==> src/spc_params.svh <==
`ifndef SPC_PARAMS_SVH
`define SPC_PARAMS_SVH

// Register addresses on the serial port.
`define SPC_ADDR_CFG_A      15'h0000
`define SPC_ADDR_CFG_B      15'h0001
`define SPC_ADDR_PWR        15'h0002
`define SPC_ADDR_TYPE       15'h0003
`define SPC_ADDR_ID_LO      15'h0004
`define SPC_ADDR_CHAN_SEL   15'h0008

// Field positions in port_config_a.
`define SPC_BIT_SOFT_RST    0
`define SPC_BIT_LSB_FIRST   1
`define SPC_BIT_ADDR_ASC    2
`define SPC_BIT_ADDR_ASC_M  5
`define SPC_BIT_LSB_FIRST_M 6
`define SPC_BIT_SOFT_RST_M  7

// Field positions in port_config_b and the channel registers.
`define SPC_BIT_DP_RST      1
`define SPC_PWR_MSB         1
`define SPC_BIT_CHAN_A      0
`define SPC_BIT_CHAN_B      1

// Reset values.
`define SPC_RST_LSB_FIRST   1'b0
`define SPC_RST_ADDR_ASC    1'b0
`define SPC_RST_PWR         2'h0
`define SPC_RST_CHAN_SEL    2'h3

// Power mode codes.
`define SPC_PWR_STANDBY     2'h2
`define SPC_PWR_DOWN        2'h3

// Frame counts: the last bit index of the instruction and of a data byte.
`define SPC_INSTR_LAST      4'hf
`define SPC_BYTE_LAST       4'h7

`endif

==> src/spc_pkg.sv <==
package spc_pkg;

  typedef enum logic [1:0] {PH_INSTR, PH_DATA, PH_HALT} spc_phase_t;

  typedef struct packed {
    spc_phase_t  phase;
    logic        sclk;
    logic [3:0]  cnt;
    logic [15:0] shreg;
    logic        rw;
    logic [14:0] addr;
    logic [7:0]  tx;
    logic        sdio;
    logic        oe;
    logic        wr_en;
    logic [14:0] wr_addr;
    logic [7:0]  wr_data;
  } spc_port_t;

  typedef struct packed {
    logic       lsb_first;
    logic       addr_asc;
    logic       port_rst;
    logic       dp_rst;
    logic [1:0] chan_sel;
    logic [1:0] pwr_a;
    logic [1:0] pwr_b;
  } spc_bank_t;

endpackage

==> src/spc_reg_bank.sv <==
`timescale 1ns/10ps
`default_nettype none
`include "spc_params.svh"

module spc_reg_bank
  import spc_pkg::*;
#(
  parameter logic [7:0] TYPE_CODE = 8'h5a, // Arbitrary value.
  parameter logic [7:0] PART_CODE = 8'h21  // Arbitrary value.
) (
  input  wire logic        clk_in,           // System clock
  input  wire logic        rst_n_in,         // Synchronous reset, active low
  input  wire logic        wr_en_in,         // Write strobe
  input  wire logic [14:0] addr_in,          // Register address
  input  wire logic [7:0]  wr_data_in,       // Write data
  output logic      [7:0]  rd_data_out,      // Read data at addr_in
  output logic             lsb_first_out,    // Bit order select
  output logic             addr_asc_out,     // Address stepping direction
  output logic             port_rst_out,     // Port reset pulse
  output logic             datapath_rst_out, // Datapath reset pulse
  output logic      [1:0]  pwr_mode_a_out,   // Channel A power mode
  output logic      [1:0]  pwr_mode_b_out    // Channel B power mode
);

  localparam spc_bank_t RST_VAL = '{
    lsb_first: `SPC_RST_LSB_FIRST, addr_asc: `SPC_RST_ADDR_ASC,
    port_rst: 1'b0, dp_rst: 1'b0, chan_sel: `SPC_RST_CHAN_SEL,
    pwr_a: `SPC_RST_PWR, pwr_b: `SPC_RST_PWR};

  spc_bank_t q, d;

  always_comb
  begin
    d          = q;
    d.port_rst = 1'b0;
    d.dp_rst   = 1'b0;
    if (wr_en_in)
    begin
      unique case (addr_in)
        `SPC_ADDR_CFG_A:
          // soft reset
          if (wr_data_in[`SPC_BIT_SOFT_RST] || wr_data_in[`SPC_BIT_SOFT_RST_M])
          begin
            d          = RST_VAL;
            d.port_rst = 1'b1;
          end
          else
          begin
            // bit order
            d.lsb_first = wr_data_in[`SPC_BIT_LSB_FIRST] | wr_data_in[`SPC_BIT_LSB_FIRST_M];
            // address stepping
            d.addr_asc  = wr_data_in[`SPC_BIT_ADDR_ASC] | wr_data_in[`SPC_BIT_ADDR_ASC_M];
          end
        // datapath reset
        `SPC_ADDR_CFG_B: d.dp_rst = wr_data_in[`SPC_BIT_DP_RST];
        `SPC_ADDR_PWR:
        begin
          // per-channel write
          if (q.chan_sel[`SPC_BIT_CHAN_A])
            d.pwr_a = wr_data_in[`SPC_PWR_MSB:0];
          if (q.chan_sel[`SPC_BIT_CHAN_B])
            d.pwr_b = wr_data_in[`SPC_PWR_MSB:0];
        end
        `SPC_ADDR_CHAN_SEL: d.chan_sel = wr_data_in[`SPC_BIT_CHAN_B:0];
        // read-only and open addresses ignore writes
        default: ;
      endcase
    end
  end

  always_ff @(posedge clk_in)
  begin
    if (!rst_n_in)
      q <= RST_VAL;
    else
      q <= d;
  end

  // reserved bits read zero
  always_comb
  begin
    rd_data_out = 8'h00;
    unique case (addr_in)
      `SPC_ADDR_CFG_A:    rd_data_out = {1'b0, q.lsb_first, q.addr_asc, 2'h0,
                                         q.addr_asc, q.lsb_first, 1'b0};
      `SPC_ADDR_PWR:      rd_data_out = {6'h00, q.chan_sel[`SPC_BIT_CHAN_A] ? q.pwr_a : q.pwr_b};
      `SPC_ADDR_TYPE:     rd_data_out = TYPE_CODE;
      `SPC_ADDR_ID_LO:    rd_data_out = PART_CODE;
      `SPC_ADDR_CHAN_SEL: rd_data_out = {6'h00, q.chan_sel};
      default:            rd_data_out = 8'h00;
    endcase
  end

  assign lsb_first_out    = q.lsb_first;
  assign addr_asc_out     = q.addr_asc;
  assign port_rst_out     = q.port_rst;
  assign datapath_rst_out = q.dp_rst;
  assign pwr_mode_a_out   = q.pwr_a;
  assign pwr_mode_b_out   = q.pwr_b;

  wire soft_wr = wr_en_in && addr_in == `SPC_ADDR_CFG_A &&
                 (wr_data_in[`SPC_BIT_SOFT_RST] || wr_data_in[`SPC_BIT_SOFT_RST_M]);
endmodule // spc_reg_bank

`default_nettype wire

==> src/spc_serial_port_regs.sv <==
// Behaviour
// Writing 1 to config A bit 0 resets port and registers, then clears.
// Host waits 5 ms after soft reset before writing other registers; the bench host waits RECOVER, 200 clock cycles.
// Config A bit 7 mirrors the soft reset bit with the same effect.
// Config A bit 1 selects LSB first when 1, MSB first when 0.
// Config A bit 6 mirrors the bit order control.
// Config A bit 2 makes multibyte addresses count up when 1, down when 0.
// Config A bit 5 mirrors the address stepping control.
// Config B bit 1 pulses a datapath-only reset and clears itself.
// Channel power mode field resets to normal operation, code 00.
// Mode 10 gates datapath clocks while the output link stays enabled.
// Mode 11 gates clocks, holds datapath reset and disables the link.
// Host never writes addresses outside the register map.
// Per-channel writes update every channel selected in the index register.
// Host issues soft reset by writing 0x81 to config A; the bench also writes 0x80 and 0x01.
// Reserved bits read zero; type and identity registers ignore writes.
`timescale 1ns/10ps
`default_nettype none
`include "spc_params.svh"

module spc_serial_port_regs
  import spc_pkg::*;
(
  input  wire logic       clk_in,            // 200 MHz system clock
  input  wire logic       rst_n_in,          // Synchronous reset, active low
  input  wire logic       sclk_in,           // Serial clock from the host
  input  wire logic       csb_n_in,          // Frame select, active low
  input  wire logic       sdio_in,           // Serial data from the host
  output logic            sdio_out,          // Serial read data
  output logic            sdio_oe_out,       // High while driving sdio
  output logic            datapath_rst_out,  // Datapath reset pulse
  output logic      [1:0] dp_clk_gate_out,   // Datapath clocks gated, per channel
  output logic      [1:0] dp_hold_rst_out,   // Datapath held in reset, per channel
  output logic      [1:0] link_en_out        // Serial output link enabled, per channel
);

  ////////////////////////////////////////////////////////////////////////////////
  // Helpers.

  function automatic logic [15:0] spc_shift(input logic [15:0] w, input logic b,
                                            input logic lsb);
    spc_shift = lsb ? {b, w[15:1]} : {w[14:0], b};
  endfunction

  function automatic logic [7:0] spc_byte(input logic [15:0] w, input logic lsb);
    spc_byte = lsb ? w[15:8] : w[7:0];
  endfunction

  function automatic logic [14:0] spc_step(input logic [14:0] a, input logic up);
    spc_step = up ? 15'(a + 15'h0001) : 15'(a - 15'h0001);
  endfunction

  ////////////////////////////////////////////////////////////////////////////////
  // Register bank.

  logic       lsb_first;
  logic       addr_asc;
  logic       port_rst;
  logic [7:0] rd_data;
  logic [1:0] pwr_a;
  logic [1:0] pwr_b;

  spc_port_t q, d;

  spc_reg_bank u_bank (
    .clk_in           (clk_in),
    .rst_n_in         (rst_n_in),
    .wr_en_in         (q.wr_en),
    .addr_in          (q.wr_en ? q.wr_addr : q.addr),
    .wr_data_in       (q.wr_data),
    .rd_data_out      (rd_data),
    .lsb_first_out    (lsb_first),
    .addr_asc_out     (addr_asc),
    .port_rst_out     (port_rst),
    .datapath_rst_out (datapath_rst_out),
    .pwr_mode_a_out   (pwr_a),
    .pwr_mode_b_out   (pwr_b)
  );

  ////////////////////////////////////////////////////////////////////////////////
  // Serial frame engine. The serial clock is sampled; both of its edges
  // are found by comparing against the last sample, so sclk must stay
  // well below a quarter of the system clock.

  wire rise = !csb_n_in && sclk_in && !q.sclk;
  wire fall = !csb_n_in && !sclk_in && q.sclk;

  logic [7:0] out_byte;

  always_comb
  begin
    d        = q;
    d.sclk   = sclk_in;
    d.wr_en  = 1'b0;
    out_byte = (q.cnt == 4'h0) ? rd_data : q.tx;
    if (csb_n_in)
    begin
      d.phase = PH_INSTR;
      d.cnt   = 4'h0;
      d.oe    = 1'b0;
    end
    else if (port_rst)
    begin
      // port logic halts until the frame ends
      d.phase = PH_HALT;
      d.oe    = 1'b0;
    end
    else if (rise)
    begin
      unique case (q.phase)
        PH_INSTR:
        begin
          // bit order of instruction
          d.shreg = spc_shift(q.shreg, sdio_in, lsb_first);
          d.cnt   = 4'(q.cnt + 4'h1);
          if (q.cnt == `SPC_INSTR_LAST)
          begin
            d.rw    = d.shreg[15];
            d.addr  = d.shreg[14:0];
            d.phase = PH_DATA;
            d.cnt   = 4'h0;
          end
        end
        PH_DATA:
        begin
          d.shreg = spc_shift(q.shreg, sdio_in, lsb_first);
          d.cnt   = 4'(q.cnt + 4'h1);
          if (q.cnt == `SPC_BYTE_LAST)
          begin
            d.wr_en   = !q.rw;
            d.wr_addr = q.addr;
            d.wr_data = spc_byte(d.shreg, lsb_first);
            // address stepping
            d.addr    = spc_step(q.addr, addr_asc);
            d.cnt     = 4'h0;
          end
        end
        PH_HALT: ;
      endcase
    end
    else if (fall && q.phase == PH_DATA && q.rw)
    begin
      // bit order of readback
      d.tx   = out_byte;
      d.sdio = lsb_first ? out_byte[q.cnt[2:0]] : out_byte[3'h7 - q.cnt[2:0]];
      d.oe   = 1'b1;
    end
  end

  localparam spc_port_t PORT_RST = '{phase: PH_INSTR, default: '0};

  always_ff @(posedge clk_in)
  begin
    if (!rst_n_in)
      q <= PORT_RST;
    else
      q <= d;
  end

  assign sdio_out    = q.sdio;
  assign sdio_oe_out = q.oe;

  ////////////////////////////////////////////////////////////////////////////////
  // Channel power decode. Code 01 is not defined and is treated as normal.

  // power mode decode
  assign dp_clk_gate_out = {pwr_b[`SPC_PWR_MSB], pwr_a[`SPC_PWR_MSB]};
  assign dp_hold_rst_out = {pwr_b == `SPC_PWR_DOWN, pwr_a == `SPC_PWR_DOWN};
  assign link_en_out     = {pwr_b != `SPC_PWR_DOWN, pwr_a != `SPC_PWR_DOWN};
endmodule // spc_serial_port_regs

`default_nettype wire

==> config.mk <==
export PLATFORM = sky130hd
export DESIGN_NAME = spc_serial_port_regs
export DESIGN_NICKNAME = d
export VERILOG_FILES = /design/src/spc_pkg.sv /design/src/spc_reg_bank.sv /design/src/spc_serial_port_regs.sv
export VERILOG_INCLUDE_DIRS = /design/src
export SDC_FILE = /design/constraint.sdc
export NUM_CORES = 1
export LEC_CHECK = 0
export BUFFER_PORTS_ARGS = -buffer_cell sky130_fd_sc_hd__clkbuf_2
export CAP_MARGIN = 20
export CORE_UTILIZATION = 30
export DETAILED_ROUTE_END_ITERATION = 6
export GPL_TIMING_DRIVEN = 1
export RECOVER_POWER = 25
export SETUP_SLACK_MARGIN = 0.2
export SYNTH_ARGS = -nofsm -noshare
export SYNTH_HDL_FRONTEND = slang
export SYNTH_SLANG_ARGS = --single-unit
==> constraint.sdc <==
create_clock -name clk_in -period 4.75 [get_ports clk_in]
set_clock_uncertainty 0.1 [all_clocks]
set_input_delay 0.2375 -clock clk_in [delete_from_list [all_inputs] [get_ports clk_in]]
set_output_delay 0.2375 -clock clk_in [all_outputs]
set_load 0.02 [all_outputs]
==> results of run 1 <==
metrics by stage:
stage                      power, W  setup WS, ns  cell area [µm²]    util
after floorplan           0.0007520         2.317             4706       -
after global placement    0.0007694         1.702             4886  0.3202
after detailed placement  0.0007707         1.483             4886  0.3202
after CTS                  0.001489         1.482             5191  0.3402
after global routing       0.001526         1.077             5180  0.3395
final                      0.001475         1.418             5180  0.3395
cell usage after synthesis (3+ instances only):
cell and n:
a22oi_1 7, dfxtp_1 81, and2_1 4, and3_1 8, nand3b_1 4, nor2_1 71
clkbuf_1 20, nor3_2 3, a21o_1 5, nor4_2 3, nand4_1 9, buf_2 11
o22a_1 3, a211oi_1 34, buf_4 4, nor4_1 5, a31oi_1 8, xnor2_1 6
inv_1 8, o21ai_0 17, o211ai_1 10, nand2_1 59, a221oi_1 4, a21oi_1 49
nor3_1 31, xor2_1 7, nand2b_1 4, mux2i_1 14, ha_1 15, nand3_1 14
nor2b_1 8, mux2_2 5
worst max-delay path, delay by kind of cell (launching register included):
kind / cells / cell delay [ns]
AO/OA/AOI/OAI: 1 / 0.49
buffers and inverters: 1 / 0.41
flip-flops: 1 / 0.31
AND/OR/NAND/NOR: 5 / 1.89
kinds of logic after synthesis:
group	share of synthesized area
xor gates and xnor gates	0.02420
and+or+nand+nor	0.2529
adders and majority gates	0.04414
muxes	0.04467
DFF	0.3446
buffers and inverters	0.04626
AOI/OAI and AO/OA	0.2433
registers in the layout (all words and copies together) (netlist names):
| signal | count |
|---|---|
| q | 69 |
| sdio_oe_out | 1 |
| sdio_out | 1 |
| u_bank.addr_asc_out | 1 |
| u_bank.datapath_rst_out | 1 |
| u_bank.lsb_first_out | 1 |
| u_bank.port_rst_out | 1 |
| u_bank.pwr_mode_a_out | 2 |
| u_bank.pwr_mode_b_out | 2 |
| u_bank.q | 2 |
power groups by stage:
stage / Clock, W / Sequential, W / Combinational [W]
detailed placement: 0 / 0.000713 / 0.0000581
global placement: 0 / 0.000712 / 0.0000572
floorplan: 0 / 0.000709 / 0.0000434
CTS: 0.000733 / 0.000697 / 0.0000583
finish: 0.000718 / 0.000697 / 0.0000590
global route: 0.000763 / 0.000698 / 0.0000653
final timing paths:
| check | slack [ns] | from | end | cells after the start |
|---|---|---|---|---|
| setup reg to reg | 1.42 | q[70]$_SDFF_PN0_ | q[5]$_SDFFE_PN0P_ | 7 |
| setup / recovery | 1.42 | q[70]$_SDFF_PN0_ | q[5]$_SDFFE_PN0P_ | 7 |
| hold reg to reg | 0.36 | q[17]$_SDFFE_PN0P_ | q[17]$_SDFFE_PN0P_ | 2 |
| hold / removal | 0.05 | sclk_in | q[70]$_SDFF_PN0_ | 2 |
metal layers:
metal / global-route usage / vias up / share of wire
met1: 0.1983 / 2035 / 0.47
li1: - / 2109 / -
met3: 0.03266 / 20 / 0.041
met4: 0.05042 / 0 / 0.019
met2: 0.2582 / 106 / 0.47
met5: 0 / - / 0
layout make-up:
type / count / area (µm²) / share of cell area
Tap cell: 211 / 264.0 / 0.05097
Clock inverter: 5 / 62.56 / 0.01208
Timing Repair Buffer: 17 / 91.34 / 0.01763
Inverter: 10 / 37.54 / 0.007246
Clock buffer: 11 / 242.7 / 0.04686
Sequential cell: 81 / 1622 / 0.3130
Multi-Input combinational cell: 448 / 2860 / 0.5522
==> results.json, run 1 <==
{
  "cp_data_arrival_time_ns": 3.45,
  "worstSetupEndpointType": "flip-flop",
  "synth-edff-count": 0,
  "htree_levels": 3,
  "synth_cell_types": 72,
  "ctsHoldBuffers": 0,
  "fin_tns_setup_ns": 0,
  "wirelength_um": 12120,
  "synth_area_leader_cell": "dfxtp_1",
  "clk_latency_ns": 0.34,
  "ir_drop_uv": 172.3,
  "cts_buffer_depth": 2,
  "holdWs_ns": 0.04578,
  "final_layout_size_suffix_gt1_frac": 0.09790,
  "ys_seq_area_frac": 0.3446,
  "fillers": 1586,
  "dr_total_vias": 4270,
  "io_pins": 14,
  "die_x_um": 127.2,
  "slew-limit-headroom": 0.3230,
  "ys_warn_count": 0,
  "p_sw_frac": 0.2313,
  "cap_violations": 0,
  "synth_area_leaders": "dfxtp_1, nor2_1, a211oi_1",
  "postCtsSetupBuffers": 0,
  "seqPwrFrac": 0.473,
  "detail-route-antenna-nets": 0,
  "drt_first_pass_iters": 4,
  "setup_viol": 0,
  "design.die.area_um2": 16190,
  "root_buffer": "clkbuf_16",
  "placementRows": 45,
  "track_usage": 0.1546,
  "fin_crit_sh": 0.7014,
  "instances_no_fill": 783,
  "max_freq_mhz": 300.1,
  "grt_first_pass_wirelength_um": 19980,
  "cts_tree": "built",
  "synth_nets": 598,
  "gp_congestion": 0.8517,
  "final_cell_mix": "dfxtp_1, nor2_1, nand2_1",
  "power.density_nw_per_um2": 284.7,
  "hold_violations": 0,
  "hp-class": "input pin to flip-flop",
  "cpPeakStageDelay_ns": 0.79,
  "switchingPower_w": 0.0003412,
  "pwr-share-clk": 0.487,
  "grt_pass1_vias": 4024,
  "coreArea_um2": 15260,
  "avgSynthCellArea_um2": 8.156,
  "cts_sinks": 81,
  "path_class": "flip-flop to flip-flop",
  "p_leak_nw": 1.774,
  "synth-seq-cells": 81,
  "ys.flop_type": "dfxtp_1",
  "period_needed_ns": 3.332,
  "syn_area_um2": 4706,
  "slew_viol_final": 0,
  "initial_utilization": 0.3084,
  "grt_max_degree": 63,
  "worstPathRequired_ns": 4.87,
  "grt_antenna_before_repair": 0,
  "dp_hpwl_um": 8613,
  "gr-total-overflow": 0,
  "antenna_cells": 0,
  "cts-resized-gates": 0,
  "crit_slowest_cell": "and4_1",
  "worstMarginPinSlew_ns": 1.014,
  "drt-initial-drc-count": 218,
  "rsz0062_at_grt": "no",
  "final_nets": 588,
  "die_height_um": 127.2,
  "route.detailed.drc": 0,
  "p_comb_frac": 0.040,
  "status": "complete, no violations",
  "routedWlPerCell_um": 15.48,
  "cp-start-kind": "flip-flop",
  "p_int_w": 0.001134,
  "area_growth_pct": 10.08,
  "place_inst": 766,
  "synthArstFlopShare": 0,
  "cp_max_fo": 40,
  "viasPerCell": 5.453,
  "yosysTopAreaCellShare": 0.3446,
  "netlist_instances": 577,
  "cts_buffers": 9,
  "port_buffers": 13,
  "path_cells": "nand2b_1 -> nor4_1 -> buf_4 -> and4_1 -> nand2_1 -> a211oi_1 -> nor3_1",
  "mostFrequentLayoutCell": "dfxtp_1",
  "clkTransAtPathRegs_ns": 0.06
}
No activity file was read; power rests on OpenSTA's default activity.
==> inputs of run 2 (changes only) <==
==> constraint.sdc (replaced) <==
create_clock -name clk_in -period 2.7 [get_ports clk_in]
set_clock_uncertainty 0.1 [all_clocks]
set_input_delay 0.135 -clock clk_in [delete_from_list [all_inputs] [get_ports clk_in]]
set_output_delay 0.135 -clock clk_in [all_outputs]
set_load 0.02 [all_outputs]
==> run 2 against run 1 <==
Net effect:
- critical path depth rose by 1
- utilization increased by 1.3 points
- non-clock buffer count grew 22
- global-route usage grew 0.67 points
- sequential share of layout area shrank 1.1 points
- critical endpoint is now q[47]$_SDFFE_PN0P_
==> results.json, run 2 (synthesis gave the netlist of run 1 again) <==
{
  "grt_max_degree": 42,
  "crit-reg2reg-launch": "q[35]$_SDFFE_PN0P_",
  "detail-route-antenna-nets": 0,
  "worstSetupEndpointType": "flip-flop",
  "die_x_um": 127.2,
  "regMostFlops": "q",
  "pwr-share-clk": 0.466,
  "power.density_nw_per_um2": 464.1,
  "routedWlPerCell_um": 15.59,
  "max_freq_mhz": 414.4,
  "hold_violations": 0,
  "viasPerCell": 5.263,
  "grt_first_pass_wirelength_um": 20880,
  "setup_viol": 0,
  "drt_first_pass_iters": 4,
  "wirelength_um": 12550,
  "cap_violations": 0,
  "grt_pass1_vias": 4167,
  "p_sw_frac": 0.2296,
  "cts_buffer_depth": 2,
  "status": "complete, no violations",
  "cts_tree": "built",
  "area_growth_pct": 14.17,
  "design.die.area_um2": 16190,
  "switchingPower_w": 0.0005724,
  "cp_data_arrival_time_ns": 2.59,
  "hp-class": "input pin to flip-flop",
  "cts_sinks": 81,
  "antenna_cells": 0,
  "postLayoutCellArea_um2": 5373,
  "p_comb_frac": 0.043,
  "worstMarginPinSlew_ns": 0.7661,
  "gr-total-overflow": 0,
  "holdPathStages": 3,
  "htree_levels": 3,
  "p_int_w": 0.001921,
  "coreArea_um2": 15260,
  "mostFrequentLayoutCell": "dfxtp_1",
  "clk_latency_ns": 0.33,
  "period_needed_ns": 2.413,
  "rrSetupSlack_ns": 0.29,
  "fillers": 1591,
  "cp-start-kind": "flip-flop",
  "initial_utilization": 0.3084,
  "dr_total_vias": 4237,
  "port_buffers": 13,
  "worstSetupStartpoint": "q[35]$_SDFFE_PN0P_",
  "slew_viol_final": 0,
  "p_leak_nw": 1.883,
  "whs_endpoint": "q[7]$_SDFFE_PN0P_",
  "fin_crit_sh": 0.8939,
  "fin_util": 0.3521,
  "r2r_cells": 8,
  "cp_max_fo": 7,
  "io_pins": 14,
  "power_w": 0.002493,
  "grt_antenna_before_repair": 0,
  "final_nets": 610,
  "clkTransAtPathRegs_ns": 0.06,
  "die_height_um": 127.2,
  "min-delay-start": "sdio_in",
  "root_buffer": "clkbuf_16",
  "cts_buffers": 9,
  "seqPwrFrac": 0.492,
  "ir_drop_uv": 267.3,
  "gp_congestion": 0.8536,
  "placementRows": 45,
  "final_cell_mix": "dfxtp_1, nor2_1, nand2_1",
  "r2r_end": "q[47]$_SDFFE_PN0P_",
  "drt-initial-drc-count": 277,
  "place_area_um2": 5036,
  "slew-limit-headroom": 0.4885,
  "fin_tns_setup_ns": 0,
  "rsz0062_at_grt": "yes",
  "worstPathRequired_ns": 2.88,
  "largest_register_ffs": 69,
  "final_layout_size_suffix_gt1_frac": 0.1465,
  "path_class": "flip-flop to flip-flop",
  "dp_hpwl_um": 9008,
  "route.detailed.drc": 0,
  "track_usage": 0.1613
}
run 2: cell types whose count changed in the layout (fill, tap and decap cells not counted), sizes merged:
| cell | delta |
|---|---|
| buf | +20 |
| clkinv | +2 |
| dlygate4sd3 | +1 |
| bufinv | -1 |
| inv | -1 |
| clkinvlp | -1 |
| clkbuf | +2 |
run 2: layer usage:
| layer | GRT usage | vias up | share of wire |
|---|---|---|---|
| met5 | 0 | - | 0 |
| met4 | 0.04482 | 0 | 0.014 |
| met3 | 0.02638 | 14 | 0.023 |
| met2 | 0.2831 | 53 | 0.49 |
| met1 | 0.2035 | 2021 | 0.47 |
| li1 | - | 2149 | - |
run 2: power by group through the flow:
stage / sequential [W] / clock (W) / combinational [W]
after floorplan: 0.00125 / 0 / 0.0000764
after global placement: 0.00125 / 0 / 0.000105
after detailed placement: 0.00125 / 0 / 0.000107
after CTS: 0.00123 / 0.00119 / 0.000109
after global routing: 0.00123 / 0.00124 / 0.000121
final: 0.00123 / 0.00116 / 0.000107
run 2: repair_timing:
| item | 4_1_cts | 5_1_grt |
|---|---|---|
| resized for setup | 2 | 13 |
| setup endpoints to repair | 3 | 9 |
| hold buffers | 1 | 0 |
| buffers inserted | 0 | 2 |
| hold endpoints to repair | 1 | 0 |
| pin swaps | 0 | 2 |
run 2: layout make-up:
cell class	instances	area (µm²)	area share
multi-input cells	448	2917	0.5429
well taps	211	264.0	0.04914
clock buffers	12	256.5	0.04774
clock inverters	4	26.28	0.004891
repair buffers	39	247.7	0.04611
flip-flops and latches	81	1624	0.3023
inverters	10	37.54	0.006986
run 2: worst max-delay path, cell delays in order (launching register included):
cell      delay [ns]
dfxtp_1         0.49
ha_1            0.32
a211oi_2        0.23
o21ai_1         0.14
nand4_1         0.13
nand3_1         0.16
a2111o_1        0.40
a31oi_1         0.18
o221a_2         0.21
run 2: worst max-delay path by stage:
| stage | endpoint | slack (ns) | depth (start not counted) |
|---|---|---|---|
| 6_report | q[47]$_SDFFE_PN0P_ | 0.29 | 8 |
| 5_1_grt | q[69]$_SDFFE_PP0P_ | 0.19 | 8 |
| 4_1_cts | q[47]$_SDFFE_PN0P_ | 0.20 | 8 |
| 3_5_place_dp | q[47]$_SDFFE_PN0P_ | 0.13 | 9 |
| 3_3_place_gp | q[47]$_SDFFE_PN0P_ | 0.24 | 9 |
| 2_1_floorplan | q[47]$_SDFFE_PN0P_ | 0.27 | 9 |
run 2: per-stage QoR:
step | worst slack [ns] | hold WS, ns | std cells
after CTS | 0.2025 | 0.09258 | 803
after detailed placement | 0.1327 | 0.2963 | 786
after floorplan | 0.2672 | 0.1623 | 577
final | 0.2866 | 0.1016 | 805
after global placement | 0.2354 | 0.2769 | 786
after global routing | 0.1857 | 0.1321 | 805
==> inputs of run 3 (changes only) <==
--- a/config.mk
+++ b/config.mk
@@ -8,6 +8,7 @@
 export LEC_CHECK = 0
 export BUFFER_PORTS_ARGS = -buffer_cell sky130_fd_sc_hd__clkbuf_2
 export CAP_MARGIN = 20
+export CORE_ASPECT_RATIO = 0.8
 export CORE_UTILIZATION = 30
 export DETAILED_ROUTE_END_ITERATION = 6
 export GPL_TIMING_DRIVEN = 1
==> run 3 against run 2 <==
Net effect:
- die area about the same
- worst hold slack better by 0.021 ns
- flip-flop and latch count unchanged
- sequential power about the same
- utilization up 0.053 points
- critical path depth down 1
- combinational power up 5%
- worst setup slack better by 0.029 ns
- non-clock buffer count down 2
- critical endpoint is now q[48]$_SDFFE_PN0P_
==> results.json, run 3 (synthesis gave the netlist of run 1 again) <==
{
  "final_nets": 608,
  "cap_violations": 0,
  "die_height_um": 114.0,
  "cts_tree": "built",
  "dp_hpwl_um": 9383,
  "grt_first_pass_wirelength_um": 21100,
  "place_area_um2": 5035,
  "slew_viol_final": 0,
  "power.density_nw_per_um2": 471.1,
  "postCtsSetupBuffers": 0,
  "clk_latency_ns": 0.34,
  "fin_crit_sh": 0.8832,
  "initial_utilization": 0.3103,
  "cts_buffer_depth": 2,
  "route.detailed.drc": 0,
  "busiest_layer": "met1",
  "largest_register_ffs": 69,
  "grtUsageMet2": 0.2350,
  "io_pins": 14,
  "postLayoutCellArea_um2": 5348,
  "met3_usage": 0.04114,
  "fin_tns_setup_ns": 0,
  "grt_antenna_before_repair": 0,
  "worstSetupEndpointType": "flip-flop",
  "port_buffers": 13,
  "fin_ws_ns": 0.3153,
  "path_cells": "clkbuf_1 -> ha_1 -> and4_1 -> clkbuf_2 -> nand3_1 -> o211ai_1 -> a21oi_1",
  "r2r_cells": 7,
  "status": "complete, no violations",
  "regMostFlops": "q",
  "cpPeakStageDelay_ns": 0.42,
  "design.die.area_um2": 16190,
  "hp-class": "input pin to flip-flop",
  "cp-start-kind": "flip-flop",
  "htree_levels": 3,
  "cp_max_fo": 23,
  "track_usage": 0.1657,
  "crit_slowest_cell": "clkbuf_1",
  "mostFrequentLayoutCell": "dfxtp_1",
  "grt_use_met1": 0.2481,
  "dr_total_vias": 4273,
  "grt_max_degree": 44,
  "routedWlPerCell_um": 16.04,
  "hold_violations": 0,
  "grt_pass1_vias": 4006,
  "p_leak_nw": 1.883,
  "gr-total-overflow": 0,
  "viasPerCell": 5.335,
  "ir_drop_uv": 238.7,
  "final_cell_mix": "dfxtp_1, nor2_1, nand2_1",
  "wirelength_um": 12850,
  "coreArea_um2": 15160,
  "antenna_cells": 0,
  "die_x_um": 142.0,
  "cp_data_arrival_time_ns": 2.50,
  "path_class": "flip-flop to flip-flop",
  "clkTransAtPathRegs_ns": 0.06,
  "rsz0062_at_grt": "yes",
  "drt-initial-drc-count": 332,
  "area_growth_pct": 13.64,
  "placementRows": 40,
  "worstMarginPinSlew_ns": 0.7783,
  "detail-route-antenna-nets": 0,
  "max_freq_mhz": 419.3,
  "slew-limit-headroom": 0.4804,
  "drt_first_pass_iters": 5,
  "gp_congestion": 0.9016,
  "final_layout_size_suffix_gt1_frac": 0.1371,
  "cts_buffers": 9,
  "holdPathStages": 3,
  "cts_sinks": 81,
  "setup_viol": 0,
  "period_needed_ns": 2.385,
  "place_ws_ns": 0.2189,
  "root_buffer": "clkbuf_16",
  "worstPathRequired_ns": 2.82
}
-- run 3: path summary, 6_finish.rpt --
path | slack [ns] | end | startpoint
worst max-delay path | 0.32 | q[48]$_SDFFE_PN0P_ | q[66]$_SDFFE_PP0P_
worst max register to register | 0.32 | q[48]$_SDFFE_PN0P_ | q[66]$_SDFFE_PP0P_
worst min-delay path | 0.12 | u_bank.q[5]$_SDFFE_PN1P_ | rst_n_in
worst min register to register | 0.35 | q[16]$_SDFFE_PN0P_ | q[16]$_SDFFE_PN0P_
-- run 3: area by class of cell --
| cell class | instances | area, µm² |
|---|---|---|
| Inverter | 10 | 37.54 |
| Clock inverter | 4 | 45.04 |
| Clock buffer | 11 | 232.7 |
| Sequential cell | 81 | 1623 |
| Tap cell | 210 | 262.8 |
| Fill cell | 1576 | 9817 |
| Multi-Input combinational cell | 448 | 2917 |
| Timing Repair Buffer | 37 | 230.2 |
-- run 3: timing repair --
action,4_1_cts,5_1_grt
setup endpoints to repair,1,12
gates resized for setup,0,12
endpoints found under the hold margin,1,0
pin swaps,1,1
hold buffers,1,0
gates cloned,0,0
-- run 3: per-layer routing --
layer  share of wire  vias up
met5               0        -
met4          0.0093        0
met3           0.052       13
met2            0.40      107
met1            0.54     2016
li1                -     2137
-- run 3: power by group --
group          switching [W]  total, W  internal [W]  leakage (nW)
registers          0.0000128   0.00122       0.00121         0.655
clock network       0.000476   0.00118      0.000707         0.139
logic              0.0000750  0.000112     0.0000366          1.09
total               0.000564   0.00252       0.00195          1.88
-- run 3: metrics by stage --
| stage | util | std cells | hold slack (ns) | total power, W |
|---|---|---|---|---|
| after global routing | 0.3526 | 801 | 0.1279 | 0.002610 |
| after floorplan | - | 577 | 0.1623 | 0.001323 |
| final | 0.3526 | 801 | 0.1225 | 0.002519 |
| after CTS | 0.3510 | 801 | 0.1036 | 0.002546 |
| after detailed placement | 0.3320 | 785 | 0.2993 | 0.001360 |
| after global placement | 0.3320 | 785 | 0.2811 | 0.001357 |
-- run 3: worst max-delay path: cells and delay by family, from the launching register on --
kind                       cells  cell delay (ns)
DFF                            1             0.33
AOI/OAI and AO/OA              2             0.21
adders and majority gates      1             0.32
buffers and inverters          2             0.84
and+or+nand+nor                2             0.45
